### src/pkg/rts_pkg.sv
// Constants and types shared by the ramp time selector design.
// How it works
// - Ramp times span zero to maximum frequency.
// - Time unit selector resets to coarse.
// - Unit 0: steps of 0.01 s, to 600.00.
// - Unit 1: steps of 0.1 s, to 6000.0.
// - Four ramp sets, terminal codes 7 and 1A.
// - Set changes apply at once while running.
// - Terminal pair binary-decodes to sets 1..4.
// - Switch frequency changes the set automatically.
// - Below switch use set 4, else 1.
// - Configured select terminals override automatic switching.
// - Switch frequency zero disables automatic switching.
// - Analog function code 5 enables time gain.
// - Effective time is programmed time times gain.
// - Four separate S-curve durations are applied.
// - Acceleration grows by half its S-curve sum.
// - Deceleration grows by half its S-curve sum.
package rts_pkg;

  // ----------------------------------------------------------------
  // Register map, byte addresses of aligned 32-bit words.
  // ----------------------------------------------------------------
  localparam logic [7:0] ADDR_TIME0 = 8'h00; // Sets 1..4, accel then decel.
  localparam logic [7:0] ADDR_UNIT = 8'h20;
  localparam logic [7:0] ADDR_MFI = 8'h24;
  localparam logic [7:0] ADDR_AIN = 8'h28;
  localparam logic [7:0] ADDR_SWF = 8'h2c;
  localparam logic [7:0] ADDR_SCRV0 = 8'h30; // Four S-curve words.
  localparam logic [7:0] ADDR_TARGET = 8'h40;
  localparam logic [7:0] ADDR_FMAX = 8'h44;
  localparam logic [7:0] ADDR_STAT = 8'h48;
  localparam logic [7:0] ADDR_EFF_ACC = 8'h4c;
  localparam logic [7:0] ADDR_EFF_DEC = 8'h50;

  // ----------------------------------------------------------------
  // Reset values and codes.
  // ----------------------------------------------------------------
  localparam logic [15:0] RST_TIME = 16'h0064; // 10.0 s in 0.1 s steps.
  localparam logic RST_UNIT = 1'b1;
  localparam logic [7:0] RST_SCRV_A = 8'h14; // 0.20 s.
  localparam logic [7:0] RST_SCRV_Z = 8'h00; // 0.00 s.
  localparam logic [13:0] RST_FMAX = 14'h1770; // Plain default, 60.00 Hz.
  localparam logic [7:0] FUNC_SEL1 = 8'h07;
  localparam logic [7:0] FUNC_SEL2 = 8'h1a;
  localparam logic [7:0] FUNC_GAIN = 8'h05;
  localparam logic [1:0] SET1 = 2'h0;
  localparam logic [1:0] SET4 = 2'h3;

  // ----------------------------------------------------------------
  // Scaling and timing.
  // ----------------------------------------------------------------
  localparam logic [19:0] COARSE_MUL = 20'h0000a; // 0.1 s per 0.01 s tick.
  localparam logic [13:0] SWF_MUL = 14'h000a; // 0.1 Hz to 0.01 Hz.
  localparam int GAIN_FRAC = 9; // Analog code 512 is a gain of one.
  localparam int TICK_NS = 10000000; // Ramp tick, 0.01 s.
  localparam int CLK_NS = 50;
  localparam int MIN_TICK = 16;

  typedef enum logic [1:0] {
    ST_IDLE = 2'b00,
    ST_BEGIN = 2'b01,
    ST_LINEAR = 2'b10,
    ST_END = 2'b11
  } rts_state_e;

  typedef struct packed {
    rts_state_e state;
    logic dir;
    logic [1:0] set;
    logic [13:0] freq;
  } rts_stat_s;

endpackage

### src/logic/rts_ramp_core.sv
// The register addresses and the APB interface to the registers are this design's own decisions.
`timescale 1ns/100ps
// Ramp time selection, gain, S-curve shaping and APB register file.
module rts_ramp_core
  import rts_pkg::*;
#(
  parameter int unsigned TICK_CYC = TICK_NS / CLK_NS
) (
  input wire logic pclk,
  input wire logic presetn,
  input wire logic psel,
  input wire logic penable,
  input wire logic pwrite,
  input wire logic [7:0] paddr,
  input wire logic [31:0] pwdata,
  output logic [31:0] prdata,
  output logic pready,
  output logic pslverr,
  input wire logic [1:0] term_in,
  input wire logic [9:0] analog_input_second,
  output logic [13:0] freq_cmd,
  output logic [1:0] ramp_set,
  output logic ramping
);

  if (TICK_CYC < MIN_TICK) begin : g_chk
    $error("TICK_CYC too small for one step per cycle draining.");
  end

  localparam int TW = $clog2(TICK_CYC + 1);

  // ----------------------------------------------------------------
  // Helpers.
  // ----------------------------------------------------------------
  // Flags which of the two function slots holds a code.
  function automatic logic [1:0] has_code(input logic [15:0] pair,
                                          input logic [7:0] code);
    return {pair[15:8] == code, pair[7:0] == code};
  endfunction

  // Setting to 0.01 s ticks according to the unit selector.
  function automatic logic [19:0] to_ticks(input logic [15:0] v,
                                           input logic unit);
    logic [19:0] w;
    w = {4'h0, v};
    return unit ? 20'(w * COARSE_MUL) : w;
  endfunction

  // Programmed ticks times analog gain.
  function automatic logic [20:0] scale(input logic [19:0] t,
                                        input logic [9:0] g,
                                        input logic on);
    logic [29:0] p;
    p = 30'(t) * 30'(g);
    return on ? p[29:9] : {1'b0, t};
  endfunction

  // ----------------------------------------------------------------
  // Pin synchronisers.
  // ----------------------------------------------------------------
  logic [1:0] term_m;
  logic [1:0] term_s;
  logic [9:0] ain_m;
  logic [9:0] ain_s;

  // The analog code is assumed slow; a rare mixed sample only jitters gain.
  always_ff @(posedge pclk or negedge presetn) begin
    if (!presetn) begin
      term_m <= '0;
      term_s <= '0;
      ain_m <= '0;
      ain_s <= '0;
    end else begin
      term_m <= term_in;
      term_s <= term_m;
      ain_m <= analog_input_second;
      ain_s <= ain_m;
    end
  end

  // ----------------------------------------------------------------
  // Registers.
  // ----------------------------------------------------------------
  logic [15:0] ramp_time [8];
  logic [7:0] scurve [4];
  logic unit_sel;
  logic [15:0] mfi_func;
  logic [15:0] ain_func;
  logic [11:0] swf;
  logic [13:0] target;
  logic [13:0] fmax;
  rts_stat_s stat;

  // APB decode; the slave never waits, so pready is tied high.
  wire acc_ph = psel & penable;
  wire hit_time = paddr[7:5] == ADDR_TIME0[7:5];
  wire hit_scrv = paddr[7:4] == ADDR_SCRV0[7:4];
  wire [20:0] eff_acc;
  wire [20:0] eff_dec;
  wire mapped = (paddr[1:0] == 2'h0) & (hit_time | hit_scrv |
                paddr == ADDR_UNIT | paddr == ADDR_MFI |
                paddr == ADDR_AIN | paddr == ADDR_SWF |
                paddr == ADDR_TARGET | paddr == ADDR_FMAX |
                paddr == ADDR_STAT | paddr == ADDR_EFF_ACC |
                paddr == ADDR_EFF_DEC);
  wire wr_en = acc_ph & pwrite & mapped;
  wire [31:0] rd_val =
    !mapped ? 32'h0000_0000 :
    hit_time ? {16'h0000, ramp_time[paddr[4:2]]} :
    hit_scrv ? {24'h00_0000, scurve[paddr[3:2]]} :
    paddr == ADDR_UNIT ? {31'h0, unit_sel} :
    paddr == ADDR_MFI ? {16'h0000, mfi_func} :
    paddr == ADDR_AIN ? {16'h0000, ain_func} :
    paddr == ADDR_SWF ? {20'h0_0000, swf} :
    paddr == ADDR_TARGET ? {18'h0_0000, target} :
    paddr == ADDR_FMAX ? {18'h0_0000, fmax} :
    paddr == ADDR_STAT ? {13'h0000, stat} :
    paddr == ADDR_EFF_ACC ? {11'h000, eff_acc} : {11'h000, eff_dec};

  assign pready = 1'b1;
  assign pslverr = acc_ph & ~mapped;

  // Read data is caught in the setup cycle so it leaves a flip-flop.
  always_ff @(posedge pclk or negedge presetn) begin
    if (!presetn) begin
      prdata <= '0;
    end else if (psel & ~penable) begin
      prdata <= rd_val;
    end
  end

  // Software writes; all settings may change while the motor runs.
  always_ff @(posedge pclk or negedge presetn) begin
    if (!presetn) begin
      for (int i = 0; i < 8; i++) ramp_time[i] <= RST_TIME;
      scurve[0] <= RST_SCRV_A;
      scurve[1] <= RST_SCRV_A;
      scurve[2] <= RST_SCRV_A;
      scurve[3] <= RST_SCRV_Z;
      unit_sel <= RST_UNIT;
      mfi_func <= '0;
      ain_func <= '0;
      swf <= '0;
      target <= '0;
      fmax <= RST_FMAX;
    end else if (wr_en) begin
      if (hit_time) ramp_time[paddr[4:2]] <= pwdata[15:0];
      if (hit_scrv) scurve[paddr[3:2]] <= pwdata[7:0];
      if (paddr == ADDR_UNIT) unit_sel <= pwdata[0];
      if (paddr == ADDR_MFI) mfi_func <= pwdata[15:0];
      if (paddr == ADDR_AIN) ain_func <= pwdata[15:0];
      if (paddr == ADDR_SWF) swf <= pwdata[11:0];
      if (paddr == ADDR_TARGET) target <= pwdata[13:0];
      if (paddr == ADDR_FMAX) fmax <= pwdata[13:0];
    end
  end

  // ----------------------------------------------------------------
  // Ramp set selection.
  // ----------------------------------------------------------------
  wire [1:0] slot1 = has_code(mfi_func, FUNC_SEL1);
  wire [1:0] slot2 = has_code(mfi_func, FUNC_SEL2);
  wire cfg = |{slot1, slot2};
  wire sel1 = |(slot1 & term_s);
  wire sel2 = |(slot2 & term_s);
  wire auto_en = swf != 12'h000;
  wire [13:0] swf_hz = 14'(14'(swf) * SWF_MUL);
  wire above = freq_cmd >= swf_hz;
  wire [1:0] next_set = cfg ? {sel2, sel1} :
                        !auto_en ? SET1 :
                        above ? SET1 : SET4;

  // Registered set; new times take effect from the next cycle.
  always_ff @(posedge pclk or negedge presetn) begin
    if (!presetn) begin
      ramp_set <= SET1;
    end else begin
      ramp_set <= next_set;
    end
  end

  // ----------------------------------------------------------------
  // Effective times in 0.01 s ticks.
  // ----------------------------------------------------------------
  wire gain_on = |has_code(ain_func, FUNC_GAIN);
  wire [15:0] sel_acc = ramp_time[{ramp_set, 1'b0}];
  wire [15:0] sel_dec = ramp_time[{ramp_set, 1'b1}];
  wire [20:0] t_acc = scale(to_ticks(sel_acc, unit_sel), ain_s,
                            gain_on);
  wire [20:0] t_dec = scale(to_ticks(sel_dec, unit_sel), ain_s,
                            gain_on);
  assign eff_acc = t_acc + 21'((9'(scurve[0]) + 9'(scurve[1])) >> 1);
  assign eff_dec = t_dec + 21'((9'(scurve[2]) + 9'(scurve[3])) >> 1);

  // ----------------------------------------------------------------
  // Ramp generator.
  // ----------------------------------------------------------------
  rts_state_e state;
  rts_state_e next_state;
  logic dir;
  logic [7:0] w;
  logic [29:0] acc;
  logic [TW-1:0] tick_cnt;

  wire tick = tick_cnt == TW'(TICK_CYC - 1);
  wire want_up = target > freq_cmd;
  wire want_dn = target < freq_cmd;
  wire dir_now = (state == ST_IDLE) ? want_up : dir;
  wire [20:0] t_act = dir_now ? t_acc : t_dec;
  // Durations follow the direction about to be used, so an idle ramp
  // already knows whether its start segment is empty and can skip it.
  wire [7:0] s_beg = dir_now ? scurve[0] : scurve[2];
  wire [7:0] s_end = dir_now ? scurve[1] : scurve[3];
  wire [13:0] rem = dir ? 14'(target - freq_cmd) : 14'(freq_cmd - target);
  wire [35:0] near_lhs = 36'({rem, 1'b0}) * 36'(t_act);
  wire [35:0] near_rhs = 36'(fmax) * 36'(s_end);
  wire near = (s_end != 8'h00) & (near_lhs <= near_rhs);
  wire reversed = dir ? want_dn : want_up;
  // Within an S segment the rate weight is w/S; elsewhere it is one.
  wire [7:0] num = (state == ST_BEGIN || state == ST_END) ?
                   ((w == 8'h00) ? 8'h01 : w) : 8'h01;
  wire [7:0] den = (state == ST_BEGIN) ? s_beg :
                   (state == ST_END) ? s_end : 8'h01;
  wire [29:0] add = 30'(22'(fmax) * 22'(num));
  wire [29:0] thr = 30'(29'(t_act) * 29'(den));
  wire drain = (state != ST_IDLE) & (thr != 30'h0) & (acc >= thr) &
               (freq_cmd != target);
  wire zero_t = t_act == 21'h0;
  wire seg_chg = next_state != state;
  wire [29:0] acc_base = drain ? 30'(acc - thr) : acc;

  // State sequence; an S segment is skipped when its duration is zero.
  assign next_state =
    (state != ST_IDLE && (freq_cmd == target || reversed)) ? ST_IDLE :
    !tick ? state :
    (state == ST_IDLE && (want_up || want_dn)) ?
      ((s_beg == 8'h00) ? ST_LINEAR : ST_BEGIN) :
    (state == ST_BEGIN && w >= s_beg) ? ST_LINEAR :
    (state == ST_LINEAR && near) ? ST_END : state;

  // Tick counter for the 0.01 s control period.
  always_ff @(posedge pclk or negedge presetn) begin
    if (!presetn) begin
      tick_cnt <= '0;
    end else begin
      tick_cnt <= tick ? '0 : TW'(tick_cnt + 1'b1);
    end
  end

  // Segment bookkeeping; the remainder is dropped when a segment starts.
  always_ff @(posedge pclk or negedge presetn) begin
    if (!presetn) begin
      state <= ST_IDLE;
      dir <= 1'b0;
      w <= '0;
      acc <= '0;
    end else begin
      state <= next_state;
      if (state == ST_IDLE) dir <= want_up;
      if (seg_chg) begin
        acc <= '0;
        w <= (next_state == ST_END) ? s_end : 8'h00;
      end else begin
        acc <= tick ? 30'(acc_base + add) : acc_base;
        if (tick && state == ST_BEGIN) w <= 8'(w + 1'b1);
        if (tick && state == ST_END && w != 8'h00) w <= 8'(w - 1'b1);
      end
    end
  end

  // Output frequency: one 0.01 Hz step per drained threshold.
  always_ff @(posedge pclk or negedge presetn) begin
    if (!presetn) begin
      freq_cmd <= '0;
    end else if (zero_t) begin
      freq_cmd <= target;
    end else if (drain) begin
      freq_cmd <= dir ? 14'(freq_cmd + 1'b1) : 14'(freq_cmd - 1'b1);
    end
  end

  assign ramping = state != ST_IDLE;
  assign stat = '{state: state, dir: dir, set: ramp_set, freq: freq_cmd};

  // ----------------------------------------------------------------
  // Assertions.
  // ----------------------------------------------------------------
  unit_reset_a: assert property (
    @(posedge pclk) disable iff (!presetn)
    $rose(presetn) |-> unit_sel == 1'b1)
    else $error("Time unit selector is not coarse after reset.");

  set_decode_a: assert property (
    @(posedge pclk) disable iff (!presetn)
    cfg |=> ramp_set == $past({sel2, sel1}))
    else $error("Select terminals decoded to the wrong set.");

  auto_below_a: assert property (
    @(posedge pclk) disable iff (!presetn)
    !cfg && auto_en && !above |=> ramp_set == SET4)
    else $error("Below switch frequency set 4 was not chosen.");

  auto_off_a: assert property (
    @(posedge pclk) disable iff (!presetn)
    !cfg && !auto_en |=> ramp_set == SET1)
    else $error("Zero switch frequency still switched sets.");

  fine_unit_a: assert property (
    @(posedge pclk) disable iff (!presetn)
    !unit_sel && !gain_on |-> t_acc == 21'(sel_acc))
    else $error("Fine unit time is not taken in 0.01 s steps.");

  coarse_unit_a: assert property (
    @(posedge pclk) disable iff (!presetn)
    unit_sel && !gain_on |-> t_acc == 21'(sel_acc) * 21'h0000a)
    else $error("Coarse unit time is not taken in 0.1 s steps.");

  zero_time_a: assert property (
    @(posedge pclk) disable iff (!presetn)
    zero_t && freq_cmd != target |=> freq_cmd == $past(target))
    else $error("Zero ramp time did not jump to the target.");

  step_up_a: assert property (
    @(posedge pclk) disable iff (!presetn)
    drain && dir && !zero_t |=> freq_cmd == $past(freq_cmd) + 14'h1)
    else $error("Accelerating step was not a single increment.");

  s_begin_a: assert property (
    @(posedge pclk) disable iff (!presetn)
    tick && state == ST_BEGIN && next_state == ST_BEGIN
    |=> w == $past(w) + 8'h01)
    else $error("S-curve start weight did not grow each tick.");

  s_end_a: assert property (
    @(posedge pclk) disable iff (!presetn)
    tick && state == ST_END && next_state == ST_END && w != 8'h00
    |=> w == $past(w) - 8'h01)
    else $error("S-curve end weight did not shrink each tick.");

endmodule // rts_ramp_core

### config.mk
export PLATFORM = sky130hd
export DESIGN_NAME = rts_ramp_core
export DESIGN_NICKNAME = d
export VERILOG_FILES = /design/src/pkg/rts_pkg.sv /design/src/logic/rts_ramp_core.sv
export SDC_FILE = /design/constraint.sdc
export NUM_CORES = 2
export LEC_CHECK = 0
export BUFFER_PORTS_ARGS = -buffer_cell sky130_fd_sc_hd__buf_2
export CORE_MARGIN = 2
export CORE_UTILIZATION = 60
export DETAILED_ROUTE_END_ITERATION = 6
export GPL_ROUTABILITY_DRIVEN = 0
export PLACE_DENSITY = 0.8
export RECOVER_POWER = 100
export SLEW_MARGIN = 5
export SYNTH_ARGS = -nofsm -noshare
export SYNTH_HDL_FRONTEND = slang
export SYNTH_SLANG_ARGS = --single-unit
### constraint.sdc
create_clock -name pclk -period 18.55 [get_ports pclk]
set_input_delay 1.855 -clock pclk [delete_from_list [all_inputs] [get_ports pclk]]
set_output_delay 1.855 -clock pclk [all_outputs]
set_load 0.005 [all_outputs]
==> summary.txt <==
Critical path
  • Crit-path most repeated cell: fa_1
  • Reg2reg end: acc[27]
  • CP arrival: 19.53 ns
  • Worst Setup Start Kind: flip-flop
  • CP Data Required Time: 19.04 ns
  • CP Class: reg2reg
  • R2R cell count: 84
  • Crit. End Element: flip-flop
  • Slowest stage delay, CP: 0.61 ns
  • Reg2reg setup slack: -0.49 ns
  • Crit Path Max Fanout: 8
  • CP max stage cell: mux4_2
  • Origin of the critical flop-to-flop path: ramp_set[0]

Timing
  • Worst-margin pin slew: 9.458 ns
  • Tcrit/Tclk final: 1.026
  • RSZ-0062 raised after global routing: true
  • Final hold vios: 0
  • Pins Over Slew Limit: 461
  • Relative slew slack: -5.306
  • Period minus WS final: 19.04 ns
  • Endpoints failing setup: 16
  • PnR worst setup slack: -0.4904 ns
  • Fmax: 0.05252 GHz
  • Hold slack final: 0.3482 ns
  • Fin Clk Skew: 0.09313 ns

Logic synthesis
  • Asr flop ratio synth: 1.000
  • Synth Register Bits: 353
  • Number of synthesized flops with an enable pin: 0
  • Seq/Total Area, Yosys: 0.1454
  • Mapped Cells: 6747
  • Synth Cell Area: 61060 um2
  • Synth cell types: 103
  • Syn Area/Cell: 9.050 um2
  • Synth Flop Type: dfrtp_1
  • Yosys warnings: 0

Placement
  • Area after DPL: 67190 um2
  • DP HPWL: 145.2 mm
  • Buffers on Ports: 79

GRT
  • Total GRT Usage: 0.3679
  • Met1 Use GR: 0.4724
  • Met2 usage: 0.5635
  • Global routing usage on met3: 0.1119
  • Gr ovfl total: 0
  • Initial antenna violation count: 3
  • Global route hottest layer: met2
  • Largest net degree at the start of global routing: 184
  • Vias in the first global route: 54850
  • Global-route wire length before repair: 298.7 mm

Finish
  • # fillers: 7119
  • Most common cell after layout, fill and taps aside: inv_1
  • Layout cells sized above 1: 0.2103
  • Core Util, Final: 0.6982
  • Final instance area: 70730 um2
  • Commonest cells after routing, fill and taps aside: 875 x inv_1, 789 x nand2_1, 780 x fa_1
  • Area growth from synthesis to layout: 15.84%
  • Nets: 8699

Hold path
  • Hold path depth: 0
  • Min-Delay Endpoint: ain_s[6]
  • Hold wc startpoint: ain_m[6]
  • Hold Path Class: reg2reg

Power and ir drop
  • Net Sw Frac: 0.3083
  • Clock power frac: 0.437
  • Total design power: 1969 uW
  • Comb pwr share: 0.163
  • Internal power: 1362 uW
  • Reg power frac: 0.400
  • Sw Pwr: 606.9 uW
  • Leak: 0.03376 uW
  • Power density over the cells: 27.83 nW/um2
  • Worst vdd ir: 0.09813 mV

Drt
  • Detailed Route WL: 199.7 mm
  • Final ANT Viol Nets: 0
  • WL per Instance: 23.06 um
  • Vias: 55294
  • DRC: 9
  • Iter 0 DRT Violations: 6090
  • DRT Pass-1 Iters: 7
  • Routed vias/inst: 6.383

Floorplan
  • Initial Utilization: 0.6027
  • Chip Width: 323.0 um
  • Full die area: 104300 um2
  • Rows: 117
  • Die Height: 323.0 um
  • Core Region: 101300 um2
  • Io pins: 108

Clock network
  • Htree depth: 2
  • # clock sinks: 353
  • Root Driver: clkbuf_16
  • Hold_buf cts: 0
  • CTS tree: done
  • Clock buffer depth: 3
  • Reg clk slew, reported paths: 0.06 ns
  • Clock latency on the worst-skew pair: 0.69 ns
  • Inserted Clock Buffers: 40

Run
  • Maxcap violations: 6

Outcome
  • Violated checks: design-rule violations, max-capacitance violations, max-slew violations, negative setup slack
  • Status: finished, violations left
-- per-stage QoR --
step / setup slack, ns / TNS, ns / instances
final: -0.4904 / -4.368 / 8663
after global routing: -1.199 / -18.99 / 8660
after CTS: -0.4556 / -2.625 / 8619
after detailed placement: -0.8811 / -8.678 / 8529
after global placement: -0.5865 / -3.842 / 8529
after floorplan: 0.01592 / 0 / 6757
-- kinds of logic after synthesis --
| family | share of synthesized area |
|---|---|
| xor gates and xnor gates | 0.03397 |
| AOI/OAI and AO/OA | 0.1116 |
| muxes | 0.08660 |
| DFF | 0.1454 |
| adders and majority gates | 0.3812 |
| and+or+nand+nor | 0.1633 |
| other | 0.0001230 |
| buffers and inverters | 0.07776 |
-- state kept, by name, indices dropped and copies added (netlist names), 12 cells and up --
register	cells
acc	30
ain_func	16
fmax	14
freq_cmd	14
mfi_func	16
prdata	21
ramp_time	128
scurve	32
swf	12
target	14
tick_cnt	18
-- cell type report --
cell class	instances	area, um2	area share
Clock buffer	51	1112	0.01573
Inverter	889	3337	0.04718
Antenna cell	4	10.01	0.0001415
Multi-Input combinational cell	5165	49270	0.6965
Timing Repair Buffer	811	6142	0.08684
Sequential cell	353	8884	0.1256
Clock inverter	22	267.8	0.003785
Tap cell	1368	1712	0.02420
-- worst max-delay path by stage --
stage / startpoint / slack [ns] / depth (start not counted) / end
finish: ramp_set[0] / -0.49 / 84 / acc[27]
global route: ramp_set[0] / -1.20 / 85 / acc[27]
CTS: ramp_set[0] / -0.46 / 74 / acc[29]
detailed placement: ramp_set[0] / -0.88 / 78 / acc[27]
global placement: ramp_set[0] / -0.59 / 78 / acc[27]
floorplan: ramp_set[0] / 0.02 / 84 / acc[26]
-- layer usage --
metal | wire length (um) | part of all wire
met2 | 87590 | 0.44
met4 | 13830 | 0.069
met5 | 16 | 0.000080
met1 | 71260 | 0.36
met3 | 27050 | 0.14
-- cell usage after synthesis, drive strengths merged, types with 11 or more instances --
master	count	area share
nor3	80	0.0067
inv	887	0.055
mux4	69	0.025
a2111oi	11	0.0017
or2	19	0.0019
a21oi	281	0.023
fa	797	0.26
o22ai	12	0.0012
mux2i	88	0.014
o21ai	200	0.016
nor4	40	0.0047
clkbuf	291	0.018
ha	585	0.12
nand3	85	0.0070
a31oi	35	0.0038
o31ai	20	0.0025
xnor2	151	0.022
o21bai	49	0.0060
o2111ai	16	0.0024
dfstp	38	0.016
nand2	806	0.050
nand2b	88	0.0090
and3	105	0.011
dfrtp	315	0.13
a211oi	54	0.0067
o21a	68	0.0084
nand4	22	0.0023
xor2	85	0.012
a21o	104	0.013
or3	20	0.0021
o221ai	17	0.0024
o211ai	47	0.0058
and2	188	0.019
nor2b	144	0.015
a211o	11	0.0016
mux2	253	0.047
buf	59	0.0052
nor2	426	0.026
nor3b	11	0.0014
-- power groups by stage --
stage | Sequential [uW] | Combinational [uW] | Clock, uW
after detailed placement | 801 | 291 | 0
after global routing | 788 | 338 | 883
final | 788 | 320 | 860
after global placement | 801 | 285 | 0
after CTS | 787 | 296 | 848
after floorplan | 793 | 180 | 0
-- what timing repair did --
item	CTS	global route
buffers inserted	16	49
setup endpoints to repair	19	25
pin swaps	42	241
gates cloned	1	0
resized for setup	77	288
-- worst max-delay path, delay by kind of cell, from the launching register on --
kind            cells  cell delay [ns]
compound gates     20             3.72
flops               1             0.46
fa+ha+maj          20             8.38
xor+xnor            2             0.26
mux                 2             0.92
buf+inv            18             1.86
simple gates       22             3.22
No activity file was read; power rests on OpenSTA's default activity.
